## src/logic/upm_defs.vh

```
// constants for the uart power and line mode block
// assumes a single 200 MHz core clock and an 8-bit register port
`ifndef UPM_DEFS_VH
`define UPM_DEFS_VH
// register offsets on the 4-bit register port
`define UPM_OFS_THR 4'h0
`define UPM_OFS_IER 4'h1
`define UPM_OFS_ISR 4'h2
`define UPM_OFS_MCR 4'h4
`define UPM_OFS_MSR 4'h6
`define UPM_OFS_FEATURE_CONTROL_REG 4'h8
`define UPM_OFS_DIV 4'h9
`define UPM_OFS_EVT 4'ha
`define UPM_OFS_MASK 4'hb
`define UPM_OFS_STAT 4'hc
// field positions
`define UPM_IER_SLEEP 4
`define UPM_MCR_LOOP 4
`define UPM_MCR_IR 6
`define UPM_FEATURE_CONTROL_REG_INV 2
// event bits of the sticky status register
`define UPM_EV_PUMPOFF 0
`define UPM_EV_PUMPON 1
`define UPM_EV_WAKE 2
`define UPM_EV_PSAVE 3
// reset values and codes
`define UPM_RST_BYTE 8'h00
`define UPM_RST_DIV 8'h00
`define UPM_ISR_NONE 8'h01
`define UPM_ZERO4 4'h0
// timing: clock rate and documented times
`define UPM_CLK_HZ 200000000
`define UPM_IDLE_S 30
`define UPM_RECOV_NS 45000
`define UPM_CLK_NS 5
// oscillator restart model, in cycles
`define UPM_OSC_CYC 12'h100
// infrared pulse: 3 of 16 sub-bit ticks
`define UPM_IR_ON_TICKS 4'h3
`define UPM_IR_LAST_TICK 4'hf
`endif

```

## src/logic/upm_power_line.v

```verilog
// power, sleep, power-save and line-mode control of a two-channel uart
// assumes the uart core supplies tx activity, interrupt state and serial
// bit streams, and that every input is synchronous to core_clk
//
// Overview of operation
// RQ1 - awake, select high: idle 30 s, pump off
// RQ2 - pump off: drivers off, receivers and registers live
// RQ3 - rx edge, tx load, modem rise restart pump
// RQ4 - host waits 45 us before sending
// RQ5 - asleep, select high: pump off at once
// RQ6 - power-save when pin high and asleep
// RQ7 - power-save wakes on rx or modem only
// RQ8 - back to power-save once serviced and cleared
// RQ9 - repeats until sleep bit or pin cleared
// RQ10 - wake interrupt after oscillator ready, read clears
// RQ11 - wake shows only with no other interrupt
// RQ12 - rx characters may drop during oscillator restart
// RQ13 - infrared sends 3/16 high pulse per zero
// RQ14 - modem control bit 6 enables infrared, idle low
// RQ15 - light pulse gives high; feature bit inverts input
// RQ16 - infrared only on channel b
// RQ17 - modem control bit 4 loops tx into rx
// RQ18 - sleep needs no irq, divisor, enable, quiet lines
// RQ19 - idle timer restarts on activity, off when deselected
//
// The placing of the registers and the plain strobed port were left to the implementer.
`include "upm_defs.vh"
module upm_power_line #(
  parameter [63:0] PUMP_IDLE_CYC = 64'd`UPM_IDLE_S * 64'd`UPM_CLK_HZ,
  parameter [15:0] PUMP_RECOV_CYC =
    16'd`UPM_RECOV_NS / 16'd`UPM_CLK_NS
) (
  // clock and reset
  input wire core_clk,
  input wire rst_n,
  // register port
  input wire [3:0] regAddr,
  input wire [7:0] regWrData,
  input wire regWrite,
  input wire regRead,
  output reg [7:0] regRdData,
  // straps
  input wire autoPumpShutdownSelect,
  input wire busIsolationPin,
  // modem and general purpose inputs
  input wire [3:0] modemIn,
  // uart core side
  input wire txActive,
  input wire coreIntPending,
  input wire [3:0] coreIntCode,
  input wire txSerialA,
  input wire txSerialB,
  input wire txBitStartB,
  input wire [1:0] drvRequest,
  output wire rxToCoreA,
  output wire rxToCoreB,
  output reg txLoad,
  output reg [7:0] txLoadData,
  // line side
  input wire rxLineA,
  input wire chanBSerialIn,
  output wire chanBSerialOut,
  output wire [1:0] rs485DrvEn,
  // power state
  output reg pumpOn,
  output wire sleeping,
  output wire powerSave,
  output wire irq
);
  // one-hot power states
  localparam [2:0] ST_ACTIVE = 3'b001;
  localparam [2:0] ST_SLEEP = 3'b010;
  localparam [2:0] ST_WAKING = 3'b100;

  // software registers
  // full bytes are kept, except in the 4-bit mask, so software reads back what it wrote
  reg [7:0] intEnable; // sleep enable lives here
  reg [7:0] modemCtrl; // loopback and infrared enables
  reg [7:0] featureCtrl; // infrared input polarity
  reg [7:0] divisor; // sleep needs it non-zero
  reg [3:0] evtStatus; // sticky events, write one to clear
  reg [3:0] evtMask; // one passes the event to irq
  reg [3:0] modemDelta; // modem change flags, read clears
  reg [3:0] modemPrev; // last modem level, edge detect
  reg rxPrevA; // last channel a line level
  reg rxPrevB; // last decoded channel b level
  reg wakeFlag; // pending wake interrupt
  reg [2:0] pwrState; // power state
  reg [11:0] oscCnt; // oscillator restart model
  reg [32:0] idleCnt; // pump idle timer
  reg [15:0] recovCnt; // pump recovery timer
  reg pumpReady; // pump has recovered
  reg psPrev; // power-save one cycle ago
  reg pumpPrev; // pump state one cycle ago
  // infrared encoder
  reg [3:0] subTick; // 16x sub-bit position
  reg [7:0] subDiv; // 16x tick divider
  reg irPulse; // encoder output
  reg irRun; // encoder is timing a pulse

  // decoded controls
  wire sleepEn = intEnable[`UPM_IER_SLEEP];
  wire loopEn = modemCtrl[`UPM_MCR_LOOP];
  wire irEn = modemCtrl[`UPM_MCR_IR];
  wire irInv = featureCtrl[`UPM_FEATURE_CONTROL_REG_INV];

  // bus isolation: the core sees no access in power-save
  // only the strobes are gated; address and data mean nothing without them
  wire busWr = regWrite & ~powerSave; // RQ6
  wire busRd = regRead & ~powerSave; // RQ6
  wire thrWrite = busWr & (regAddr == `UPM_OFS_THR);
  wire isrRead = busRd & (regAddr == `UPM_OFS_ISR);
  wire msrRead = busRd & (regAddr == `UPM_OFS_MSR);
  wire evtWrite = busWr & (regAddr == `UPM_OFS_EVT);

  // channel b line: infrared decode and polarity
  // a sensed light pulse comes out as a high bit
  wire irIn = irInv ? ~chanBSerialIn : chanBSerialIn; // RQ15
  wire lineB = irEn ? irIn : chanBSerialIn; // RQ16
  // loopback routes each transmit shifter to its receiver
  assign rxToCoreA = loopEn ? txSerialA : rxLineA; // RQ17
  assign rxToCoreB = loopEn ? txSerialB : lineB; // RQ17

  // channel b output idles low in infrared mode
  // channel a never gets an encoder
  assign chanBSerialOut = irEn ? irPulse : txSerialB; // RQ14 RQ16

  // line edges; infrared idles low so its start is a rise
  wire rxRiseA = rxLineA & ~rxPrevA;
  wire rxRiseB = lineB & ~rxPrevB;
  wire rxFallA = ~rxLineA & rxPrevA;
  wire rxFallB = ~lineB & rxPrevB;
  wire rxStart = rxFallA | (irEn ? rxRiseB : rxFallB);
  // receive idle level differs for infrared
  wire rxIdle = rxLineA & (irEn ? ~lineB : lineB);
  wire [3:0] modemChg = modemIn ^ modemPrev;
  wire [3:0] modemRise = modemIn & ~modemPrev;

  // conditions for entering sleep
  // a pending wake flag holds the core awake until the source is read
  wire sleepOk = ~coreIntPending & ~wakeFlag & sleepEn // RQ18 RQ8
    & (divisor != `UPM_RST_DIV) // RQ18
    & (modemDelta == `UPM_ZERO4) & (modemChg == `UPM_ZERO4) // RQ18
    & rxIdle; // RQ18
  // in power-save the bus cannot wake the core
  wire wakeSrc = rxStart | (|modemChg) | thrWrite; // RQ7
  // pump restart uses the rise of the line and modem inputs
  wire pumpWake = rxRiseA | rxRiseB | thrWrite | (|modemRise); // RQ3

  assign sleeping = pwrState[1];
  assign powerSave = sleeping & busIsolationPin; // RQ6
  // drivers are tri-stated whenever the pump is down
  assign rs485DrvEn = pumpOn ? drvRequest : 2'b00; // RQ2
  assign irq = |(evtStatus & evtMask);

  // edge history of the line and modem inputs
  // reset values match the idle levels, so no false edge follows reset
  always @(posedge core_clk) begin
    if (!rst_n) begin
      modemPrev <= `UPM_ZERO4;
      rxPrevA <= 1'b1;
      rxPrevB <= 1'b1;
      psPrev <= 1'b0;
      pumpPrev <= 1'b1;
    end else begin
      modemPrev <= modemIn;
      rxPrevA <= rxLineA;
      rxPrevB <= lineB;
      psPrev <= powerSave;
      pumpPrev <= pumpOn;
    end
  end

  // software registers; isolated while in power-save
  always @(posedge core_clk) begin
    if (!rst_n) begin
      intEnable <= `UPM_RST_BYTE;
      modemCtrl <= `UPM_RST_BYTE;
      featureCtrl <= `UPM_RST_BYTE;
      divisor <= `UPM_RST_DIV;
      evtMask <= `UPM_ZERO4;
      txLoad <= 1'b0;
      txLoadData <= `UPM_RST_BYTE;
    end else begin
      txLoad <= thrWrite;
      if (thrWrite) begin
        txLoadData <= regWrData;
      end
      if (busWr) begin
        case (regAddr)
          `UPM_OFS_IER: intEnable <= regWrData; // RQ9
          `UPM_OFS_MCR: modemCtrl <= regWrData; // RQ14 RQ17
          `UPM_OFS_FEATURE_CONTROL_REG: featureCtrl <= regWrData; // RQ15
          `UPM_OFS_DIV: divisor <= regWrData;
          `UPM_OFS_MASK: evtMask <= regWrData[3:0];
          default: begin
          end
        endcase
      end
    end
  end

  // modem delta flags: a change wins over the clearing read
  always @(posedge core_clk) begin
    if (!rst_n) begin
      modemDelta <= `UPM_ZERO4;
    end else begin
      modemDelta <= (msrRead ? `UPM_ZERO4 : modemDelta) | modemChg; // RQ8
    end
  end

  // register read, data one cycle after the strobe
  // unused and write-only offsets read as zero
  always @(posedge core_clk) begin
    if (!rst_n) begin
      regRdData <= `UPM_RST_BYTE;
    end else if (busRd) begin
      case (regAddr)
        `UPM_OFS_IER: regRdData <= intEnable;
        // wake and no-pending share one code
        `UPM_OFS_ISR: regRdData <= coreIntPending ? // RQ11
          {`UPM_ZERO4, coreIntCode} : `UPM_ISR_NONE; // RQ10
        `UPM_OFS_MCR: regRdData <= modemCtrl;
        `UPM_OFS_MSR: regRdData <= {modemIn, modemDelta};
        `UPM_OFS_FEATURE_CONTROL_REG: regRdData <= featureCtrl;
        `UPM_OFS_DIV: regRdData <= divisor;
        `UPM_OFS_EVT: regRdData <= {`UPM_ZERO4, evtStatus};
        `UPM_OFS_MASK: regRdData <= {`UPM_ZERO4, evtMask};
        `UPM_OFS_STAT: regRdData <= {2'b00, wakeFlag, pumpReady,
          pumpOn, pwrState}; // RQ4
        default: regRdData <= `UPM_RST_BYTE;
      endcase
    end else begin
      // one-cycle answer only
      regRdData <= `UPM_RST_BYTE;
    end
  end

  // power state: sleep, then oscillator restart on wake
  // the restart delay is a fixed count of core clocks, a stand-in for
  // a crystal that needs time to settle
  // characters arriving while waking may be lost by the core
  always @(posedge core_clk) begin
    if (!rst_n) begin
      pwrState <= ST_ACTIVE;
      oscCnt <= 12'h000;
    end else begin
      case (pwrState)
        ST_ACTIVE: begin
          // re-entered automatically while enabled
          if (sleepOk) begin // RQ18 RQ9
            pwrState <= ST_SLEEP;
          end
        end
        ST_SLEEP: begin
          if (wakeSrc) begin // RQ7
            pwrState <= ST_WAKING;
            oscCnt <= 12'h000;
          end
        end
        ST_WAKING: begin
          // data may drop until the oscillator is stable
          if (oscCnt == `UPM_OSC_CYC) begin // RQ12
            pwrState <= ST_ACTIVE;
          end else begin
            oscCnt <= oscCnt + 12'h001;
          end
        end
        default: pwrState <= ST_ACTIVE;
      endcase
    end
  end

  // wake interrupt: raised once the oscillator runs
  wire wakeDone = pwrState[2] & (oscCnt == `UPM_OSC_CYC) & sleepEn;
  always @(posedge core_clk) begin
    if (!rst_n) begin
      wakeFlag <= 1'b0;
    end else if (wakeDone) begin
      wakeFlag <= 1'b1; // RQ10
    end else if (isrRead) begin
      wakeFlag <= 1'b0; // RQ10
    end
  end

  // charge pump and its idle timer
  // a wake event outranks sleep: a line rise while asleep turns the pump
  // on for one cycle only, since the core stays asleep; an infrared start rise on channel b wakes the core and the pump stays on
  // the 33-bit timer is needed: 30 s is past 2^32 cycles
  always @(posedge core_clk) begin
    if (!rst_n) begin
      pumpOn <= 1'b1;
      idleCnt <= 33'h0;
    end else if (!autoPumpShutdownSelect) begin
      pumpOn <= 1'b1; // RQ19
      idleCnt <= 33'h0;
    end else if (pumpWake) begin
      pumpOn <= 1'b1; // RQ3
      idleCnt <= 33'h0;
    end else if (sleeping) begin
      pumpOn <= 1'b0; // RQ5
      idleCnt <= 33'h0;
    end else if (txActive | (|modemChg)) begin
      idleCnt <= 33'h0; // RQ19
    end else if (idleCnt >= PUMP_IDLE_CYC[32:0] - 33'h1) begin
      pumpOn <= 1'b0; // RQ1
    end else begin
      idleCnt <= idleCnt + 33'h1; // RQ19
    end
  end

  // recovery timer; software polls it before sending
  // nothing here blocks a send; waiting is left to the host
  always @(posedge core_clk) begin
    if (!rst_n) begin
      recovCnt <= 16'h0000;
      pumpReady <= 1'b1;
    end else if (!pumpOn) begin
      recovCnt <= 16'h0000;
      pumpReady <= 1'b0;
    end else if (!pumpReady) begin
      if (recovCnt >= PUMP_RECOV_CYC - 16'h0001) begin
        pumpReady <= 1'b1; // RQ4
      end else begin
        recovCnt <= recovCnt + 16'h0001;
      end
    end
  end

  // sticky events; a set in the clearing cycle survives
  // events are edges of the pump and power-save levels or the one-cycle wakeDone, so each counts once
  wire [3:0] evtSet = {powerSave & ~psPrev, wakeDone,
    pumpOn & ~pumpPrev, ~pumpOn & pumpPrev};
  always @(posedge core_clk) begin
    if (!rst_n) begin
      evtStatus <= `UPM_ZERO4;
    end else begin
      evtStatus <= (evtWrite ? evtStatus & ~regWrData[3:0] : evtStatus)
        | evtSet;
    end
  end

  // 16x sub-bit tick from the divisor
  // a zero divisor gives a tick on every clock, the shortest pulse
  wire subTickEn = (subDiv == `UPM_RST_DIV);
  always @(posedge core_clk) begin
    if (!rst_n || txBitStartB) begin
      subDiv <= divisor;
    end else if (subTickEn) begin
      subDiv <= divisor;
    end else begin
      subDiv <= subDiv - 8'h01;
    end
  end

  // infrared encoder: high for 3 of 16 ticks on a zero bit
  // one bits leave the output low; a new bit start restarts the count, so a one bit cuts any pulse short
  always @(posedge core_clk) begin
    if (!rst_n) begin
      subTick <= 4'h0;
      irPulse <= 1'b0;
      irRun <= 1'b0;
    end else if (!irEn) begin
      subTick <= 4'h0;
      irPulse <= 1'b0; // RQ14
      irRun <= 1'b0;
    end else if (txBitStartB) begin
      subTick <= 4'h0;
      irPulse <= ~txSerialB; // RQ13
      irRun <= ~txSerialB;
    end else if (irRun && subTickEn) begin
      if (subTick == `UPM_IR_ON_TICKS - 4'h1) begin
        irPulse <= 1'b0; // RQ13
        irRun <= 1'b0;
      end
      subTick <= subTick + 4'h1;
    end
  end
endmodule

```

## config.mk

```make
export PLATFORM = sky130hd
export DESIGN_NAME = upm_power_line
export DESIGN_NICKNAME = d
export VERILOG_FILES = /design/src/logic/upm_power_line.v
export VERILOG_INCLUDE_DIRS = /design/src /design/src/logic
export SDC_FILE = /design/constraint.sdc
export NUM_CORES = 1
export LEC_CHECK = 0
export BUFFER_PORTS_ARGS = -buffer_cell sky130_fd_sc_hd__buf_4
export CAP_MARGIN = 10
export CORE_MARGIN = 2
export CORE_UTILIZATION = 64
export CTS_CLUSTER_SIZE = 40
export DETAILED_ROUTE_END_ITERATION = 6
export GPL_TIMING_DRIVEN = 0
export PLACE_DENSITY = 0.85
export SKIP_LAST_GASP = 1
export SYNTH_ARGS = -nofsm -noshare
export SYNTH_HDL_FRONTEND = slang
export SYNTH_SLANG_ARGS = --single-unit
```

## constraint.sdc

```tcl
create_clock -name core_clk -period 3.8 [get_ports core_clk]
set_input_delay 0.57 -clock core_clk [delete_from_list [all_inputs] [get_ports core_clk]]
set_output_delay 0.57 -clock core_clk [all_outputs]
set_load 0.05 [all_outputs]
```

Word level (Yosys, flattened, before mapping)
Index checks and enable logic that the tools add are counted.
Widths: inputs -> output; s select.
{ "op_classes": {"n_addsub": 5, "n_lt_le_gt_ge": 2, "n_eq_ne": 19, "n_bitwise": 55, "reduce_logical": 32, "mux": 32} }
{ "ops": {"columns": ["operator", "count"], "rows": [
  ["$pmux 8 s9", 1],
  ["$add 33x1->33 const B", 1],
  ["$ge 33x33->1 const B", 1],
  ["$mux 12", 2],
  ["$pmux 12 s2", 1],
  ["$and 1x1->1", 23],
  ["$reduce_and 2->1", 11],
  ["$eq 4x4->1 const B", 5],
  ["$mux 1", 18],
  ["$not 1->1", 17],
  ["$add 16x1->16 const B", 1],
  ["$ge 16x14->1 const B", 1],
  ["$mux 8", 2],
  ["$add 12x1->12 const B", 1],
  ["$and 4x4->4", 3],
  ["$eq 12x9->1 const B", 1],
  ["$logic_not 4->1", 3],
  ["$mux 4", 3],
  ["$reduce_or 4->1", 3],
  ["$ne 2x2->1 const B", 5],
  ["$reduce_bool 2->1", 5],
  ["$mux 3", 3],
  ["$pmux 3 s3", 1],
  ["$eq 4x2->1 const B", 2],
  ["other kinds (20)", 31]
]} }
{ "word_totals": {"elab_cells": 170, "out_inout_bits": 26, "input_bits": 35, "register_bits": 149} }

Depth between registers and ports, before layout
{ "depth": {"word_depth": 11, "ltp_mapped": 9, "mapped_depth_nobuf": 8} }

Least setup slack after synthesis
OpenSTA, ideal clock, no wires.
{ "synth_path": {"kind": "register to register", "from": "register pwrState[1]", "to": "register oscCnt[1]", "setup_time_ps": 135, "synth_period_minus_slack_ps": 2641, "path_stages_with_launch": 9, "slack_ps": 1159, "arrival_ps": 2506, "t_required_ps": 3665, "path_buffers": 2, "path_cell_list": "dfxtp_1 -> buf_2 -> or3b_1 -> a2111oi_0 -> a31oi_1 -> o21bai_1 -> buf_2 -> mux2i_1 -> nor2_1"} }
{ "synth_via": {"elab_chain_cells": 7, "elab_cells_between_ends": 12, "cone_classes": "eq/ne: 4; mux: 1; bitwise: 5; reduce/logical: 2"} }
{ "synth_rtl": {"columns": ["element", "line_no", "text"], "rows": [
  ["from (decl)", "upm_power_line.v:88", "reg [2:0] pwrState;"],
  ["from (signal assigned)", "upm_power_line.v:245", "pwrState <= ST_ACTIVE;"],
  ["from (signal assigned)", "upm_power_line.v:252", "pwrState <= ST_SLEEP;"],
  ["from (signal assigned)", "upm_power_line.v:257", "pwrState <= ST_WAKING;"],
  ["$and 1x1->1", "upm_power_line.v:151", "assign powerSave = sleeping & busIsolationPin;"],
  ["$not 1->1", "upm_power_line.v:109", "wire busWr = regWrite & ~powerSave;"],
  ["$and 1x1->1", "upm_power_line.v:109", null],
  ["$and 1x1->1", "upm_power_line.v:111", "wire thrWrite = busWr & (regAddr == `UPM_OFS_THR);"],
  ["$or 1x1->1", "upm_power_line.v:146", "wire wakeSrc = rxStart | (|modemChg) | thrWrite;"],
  ["$ne 2x2->1 (no source line)", null, null],
  ["$reduce_and 3->1 (no source line)", null, null],
  ["to (signal assigned)", "upm_power_line.v:266", "oscCnt <= oscCnt + 12'h001;"],
  ["to (decl)", "upm_power_line.v:89", "reg [11:0] oscCnt;"]
]} }
Parallel ways exist; a longest one is shown, timed or not.
A chain may end at the register's enable or synchronous reset.

Worst setup path after layout
{ "layout_path": {"from": "register pwrState[1]", "to": "register oscCnt[0]"} }
Same word-level chain as after synthesis.

==> qor.tcl <==
set qor(dieHeight_um) 109
set qor(seqCellArea_um2) 2980
set qor(layout.core_utilization_pct) 76.7
set qor(worst_hold_startpoint) {modemIn[3]}
set qor(postCtsResizedCells) 0
set qor(cellInternalPower_mw) 2.81
set qor(regToRegStartpoint) {pwrState[1]}
set qor(p_switching_mw) 0.995
set qor(antenna_cells) 0
set qor(chipWidth_um) 109
set qor(number_of_max_slew_violations_in_the_final_report) 0
set qor(worst_slew_margin_rel_pct) 41.1
set qor(vias) 6744
set qor(cts_tree) {built}
set qor(switching_share_pct) 26.2
set qor(wire_length_of_the_first_global_routing_pass_um) 31100
set qor(count_of_routing_violations_after_the_opening_detailed_route_iteration) 719
set qor(ys_types) 63
set qor(proportion_of_power_drawn_by_the_clock_network_pct) 44.1
set qor(floorplan.rows) 38
set qor(power.density_nw_per_um2) 460
set qor(postCtsSetupBuffers) 0
set qor(global_route.overflow_total) 0
set qor(core-area_um2) 10800
set qor(htree_levels) 4
set qor(clock_buffers_created_by_tritoncts) 17
set qor(hpwlAfterDp_um) 14000
set qor(proportion_of_layout_cells_with_a_drive_suffix_above_1_pct) 11.4
set qor(fin_crit_ns) 2.87
set qor(floorplan.die_area_um2) 11900
set qor(maximum_number_of_pins_on_one_net_before_global_route_repair) 17
set qor(setup_cp_type) {register to register}
set qor(clock_sinks) 149
set qor(antenna_violations_before_repair) 0
set qor(combPwrFrac_pct) 12.1
set qor(wl_per_cell_um) 18.1
set qor(synthFlopType) {sky130_fd_sc_hd__dfxtp_1}
set qor(routed_via_density) 6.20
set qor(synthesis.nets) 903
set qor(power.leakage_nw) 3.05
set qor(cp_data_required_time_ns) 4.19
set qor(setup_viol) 0
set qor(cp_max_fo) 10
set qor(synthMuxAreaShare_pct) 5.50
set qor(io_pins) 61
set qor(critPathCaptureType) {register}
set qor(via_count_of_the_first_global_routing_pass) 6301
set qor(grt_setup_unrepaired) {false}
set qor(synthesis.yosys.warnings) 0
set qor(ys_seq_area_share_pct) 42.1
set qor(drt_wl_total_um) 19600
set qor(nFillCells) 764
set qor(timing.clock.skew_ns) 0.00663
set qor(cp.arrival_ns) 3.26
set qor(setup_ws_ns) 0.931
set qor(period_utilization_post_route_pct) 75.5
set qor(cts_hold_buffers) 0
set qor(timing_worst_slew_pin_value_ns) 0.876
set qor(run_status) {finished clean}
set qor(hold_path.class) {primary input to register}
set qor(area_growth_syn_to_layout_pct) 16.9
set qor(edff_count_synth) 0
set qor(drtPass1Iterations) 5
set qor(portbufs) 59
set qor(largest_family_of_logic_cells_by_synthesized_area) {simple AND/OR/NAND/NOR gates}
set qor(cell_area_after_synthesis_um2) 7080
set qor(final_hold_viol_count) 0
set qor(synthArstFlopShare_pct) 0
set qor(pre_cts_slack_ns) 0.710
set qor(startpoint) {pwrState[1]}
set qor(multiInputGateArea_um2) 3850
set qor(vdd.ir_drop.worst_mv) 0.562
set qor(place_congestion) 1.01
set qor(post_synth_xor_area_fraction_pct) 5.57
set qor(post_synth_and_or_nand_nor_area_fraction_pct) 27.8
set qor(nNetsFinal) 981
set qor(syn_inst) 856
set qor(avgSynthCellArea_um2) 8.27
set qor(synth.ff_latch_count) 149
set qor(worstSkewPairLatency_ns) 0.54
set qor(synth_compound_area_share_pct) 13.4
set qor(clock.fmax_mhz) 349
set qor(summed_negative_setup_slack_over_all_endpoints_ns) 0
set qor(grt_use_total_pct) 33.9
set qor(clk_pin_slew_ns) 0.06
set qor(clock_path_buffers) 2
set qor(floorplan.initialDensity_pct) 65.6
set qor(seq_power_share_pct) 43.8
set qor(drc_errors) 0
set qor(detail-route-antenna-nets) 0
set qor(worst_setup_path_start_kind) {register}
set qor(drv.max_cap_violation_count) 0
set qor(clk_root_buffer_cell) {sky130_fd_sc_hd__clkbuf_8}
set qor(yosys.area_share.adder_pct) 2.12
metrics by stage:
stage	area, µm²	cells	hold slack, ns	total power, mW
floorplan	7080	856	0.432	2.00
global placement	7700	1055	0.442	2.11
detailed placement	7700	1055	0.449	2.14
CTS	8280	1087	0.260	3.80
global route	8280	1087	0.276	3.92
finish	8280	1087	0.284	3.81
synthesized netlist by cell type (all sizes together) (20+ instances only):
library cell / number / area [µm²]
dfxtp: 149 / 2980
nor2: 106 / 398
nand2: 92 / 345
a21oi: 66 / 330
nand3: 51 / 255
xnor2: 37 / 324
o21ai: 35 / 175
mux2i: 31 / 310
clkbuf: 29 / 109
inv: 24 / 90.1
or3: 23 / 149
nor3: 20 / 100
path summary, 6_finish.rpt:
check | depth (start not counted) | slack, ns | to
worst max-delay path | 7 | 0.93 | oscCnt[0]
worst max register to register | 7 | 0.93 | oscCnt[0]
worst min-delay path | 2 | 0.28 | modemPrev[3]
worst min register to register | 2 | 0.46 | modemCtrl[1]
final cells by class:
cell class	count	area share (%)
Sequential cell	149	36.0
Multi-Input combinational cell	646	46.6
Clock inverter	11	1.80
Tap cell	140	2.12
Timing Repair Buffer	59	5.35
Inverter	25	1.13
Buffer	36	1.80
Clock buffer	21	5.19
registers in the layout (all words and copies together) (netlist names), 3 cells and up:
signal       flops
modemPrev        4
modemCtrl        8
txLoadData       8
subDiv           8
divisor          8
oscCnt          12
subTick          4
recovCnt        16
evtMask          4
regRdData        8
idleCnt         33
pwrState         3
featureCtrl      8
intEnable        8
modemDelta       4
evtStatus        4
cell families after synthesis:
logic type	after synthesis
multiplexers	38
AND/OR/NAND/NOR	394
flip-flops	149
buffers and inverters	61
AO/OA/AOI/OAI	157
XOR/XNOR	45
adder cells (fa/ha/maj)	12
layout by cell type (no fill, tap or decap), types with 6 or more instances in the layout:
master | netlist | routed
sky130_fd_sc_hd__a211oi_1 | 8 | 8
sky130_fd_sc_hd__a21oi_1 | 66 | 66
sky130_fd_sc_hd__a22oi_1 | 7 | 7
sky130_fd_sc_hd__a31oi_1 | 7 | 7
sky130_fd_sc_hd__and2_1 | 12 | 12
sky130_fd_sc_hd__and3_1 | 10 | 10
sky130_fd_sc_hd__buf_4 | 0 | 59
sky130_fd_sc_hd__clkbuf_1 | 29 | 33
sky130_fd_sc_hd__clkbuf_16 | 0 | 16
sky130_fd_sc_hd__dfxtp_1 | 149 | 149
sky130_fd_sc_hd__ha_1 | 12 | 12
sky130_fd_sc_hd__inv_1 | 23 | 23
sky130_fd_sc_hd__mux2_2 | 7 | 7
sky130_fd_sc_hd__mux2i_1 | 31 | 31
sky130_fd_sc_hd__nand2_1 | 92 | 92
sky130_fd_sc_hd__nand2b_1 | 6 | 6
sky130_fd_sc_hd__nand3_1 | 51 | 51
sky130_fd_sc_hd__nand4_1 | 18 | 18
sky130_fd_sc_hd__nor2_1 | 106 | 106
sky130_fd_sc_hd__nor2b_1 | 6 | 6
sky130_fd_sc_hd__nor3_1 | 20 | 20
sky130_fd_sc_hd__nor4_1 | 18 | 18
sky130_fd_sc_hd__nor4b_1 | 6 | 6
sky130_fd_sc_hd__o21ai_0 | 32 | 32
sky130_fd_sc_hd__or3_1 | 22 | 22
sky130_fd_sc_hd__xnor2_1 | 37 | 37
sky130_fd_sc_hd__xor2_1 | 8 | 8
per-layer routing:
| metal | global-route usage (%) | wire length, µm | vias to the layer above |
|---|---|---|---|
| met5 | 0 | 0 | - |
| met4 | 13.7 | 546 | 0 |
| met3 | 7.71 | 1570 | 52 |
| met2 | 56.0 | 9340 | 330 |
| met1 | 42.7 | 8190 | 3161 |
| li1 | - | - | 3201 |
power by group through the flow:
stage | combinational [mW] | sequential [mW] | clock, mW
after floorplan | 0.309 | 1.69 | 0
after global placement | 0.422 | 1.69 | 0
after detailed placement | 0.445 | 1.70 | 0
after CTS | 0.453 | 1.66 | 1.68
after global routing | 0.497 | 1.67 | 1.75
final | 0.461 | 1.67 | 1.68
critical path, cell delays in order, from the launching register on:
cell and delay (ns):
sky130_fd_sc_hd__dfxtp_1 0.31, sky130_fd_sc_hd__buf_2 0.18, sky130_fd_sc_hd__a21boi_1 0.57, sky130_fd_sc_hd__nand3_1 0.29
sky130_fd_sc_hd__buf_1 0.41, sky130_fd_sc_hd__and3_1 0.30, sky130_fd_sc_hd__o21ai_1 0.53, sky130_fd_sc_hd__nor2_1 0.12
(Power assumes the default switching activity.)
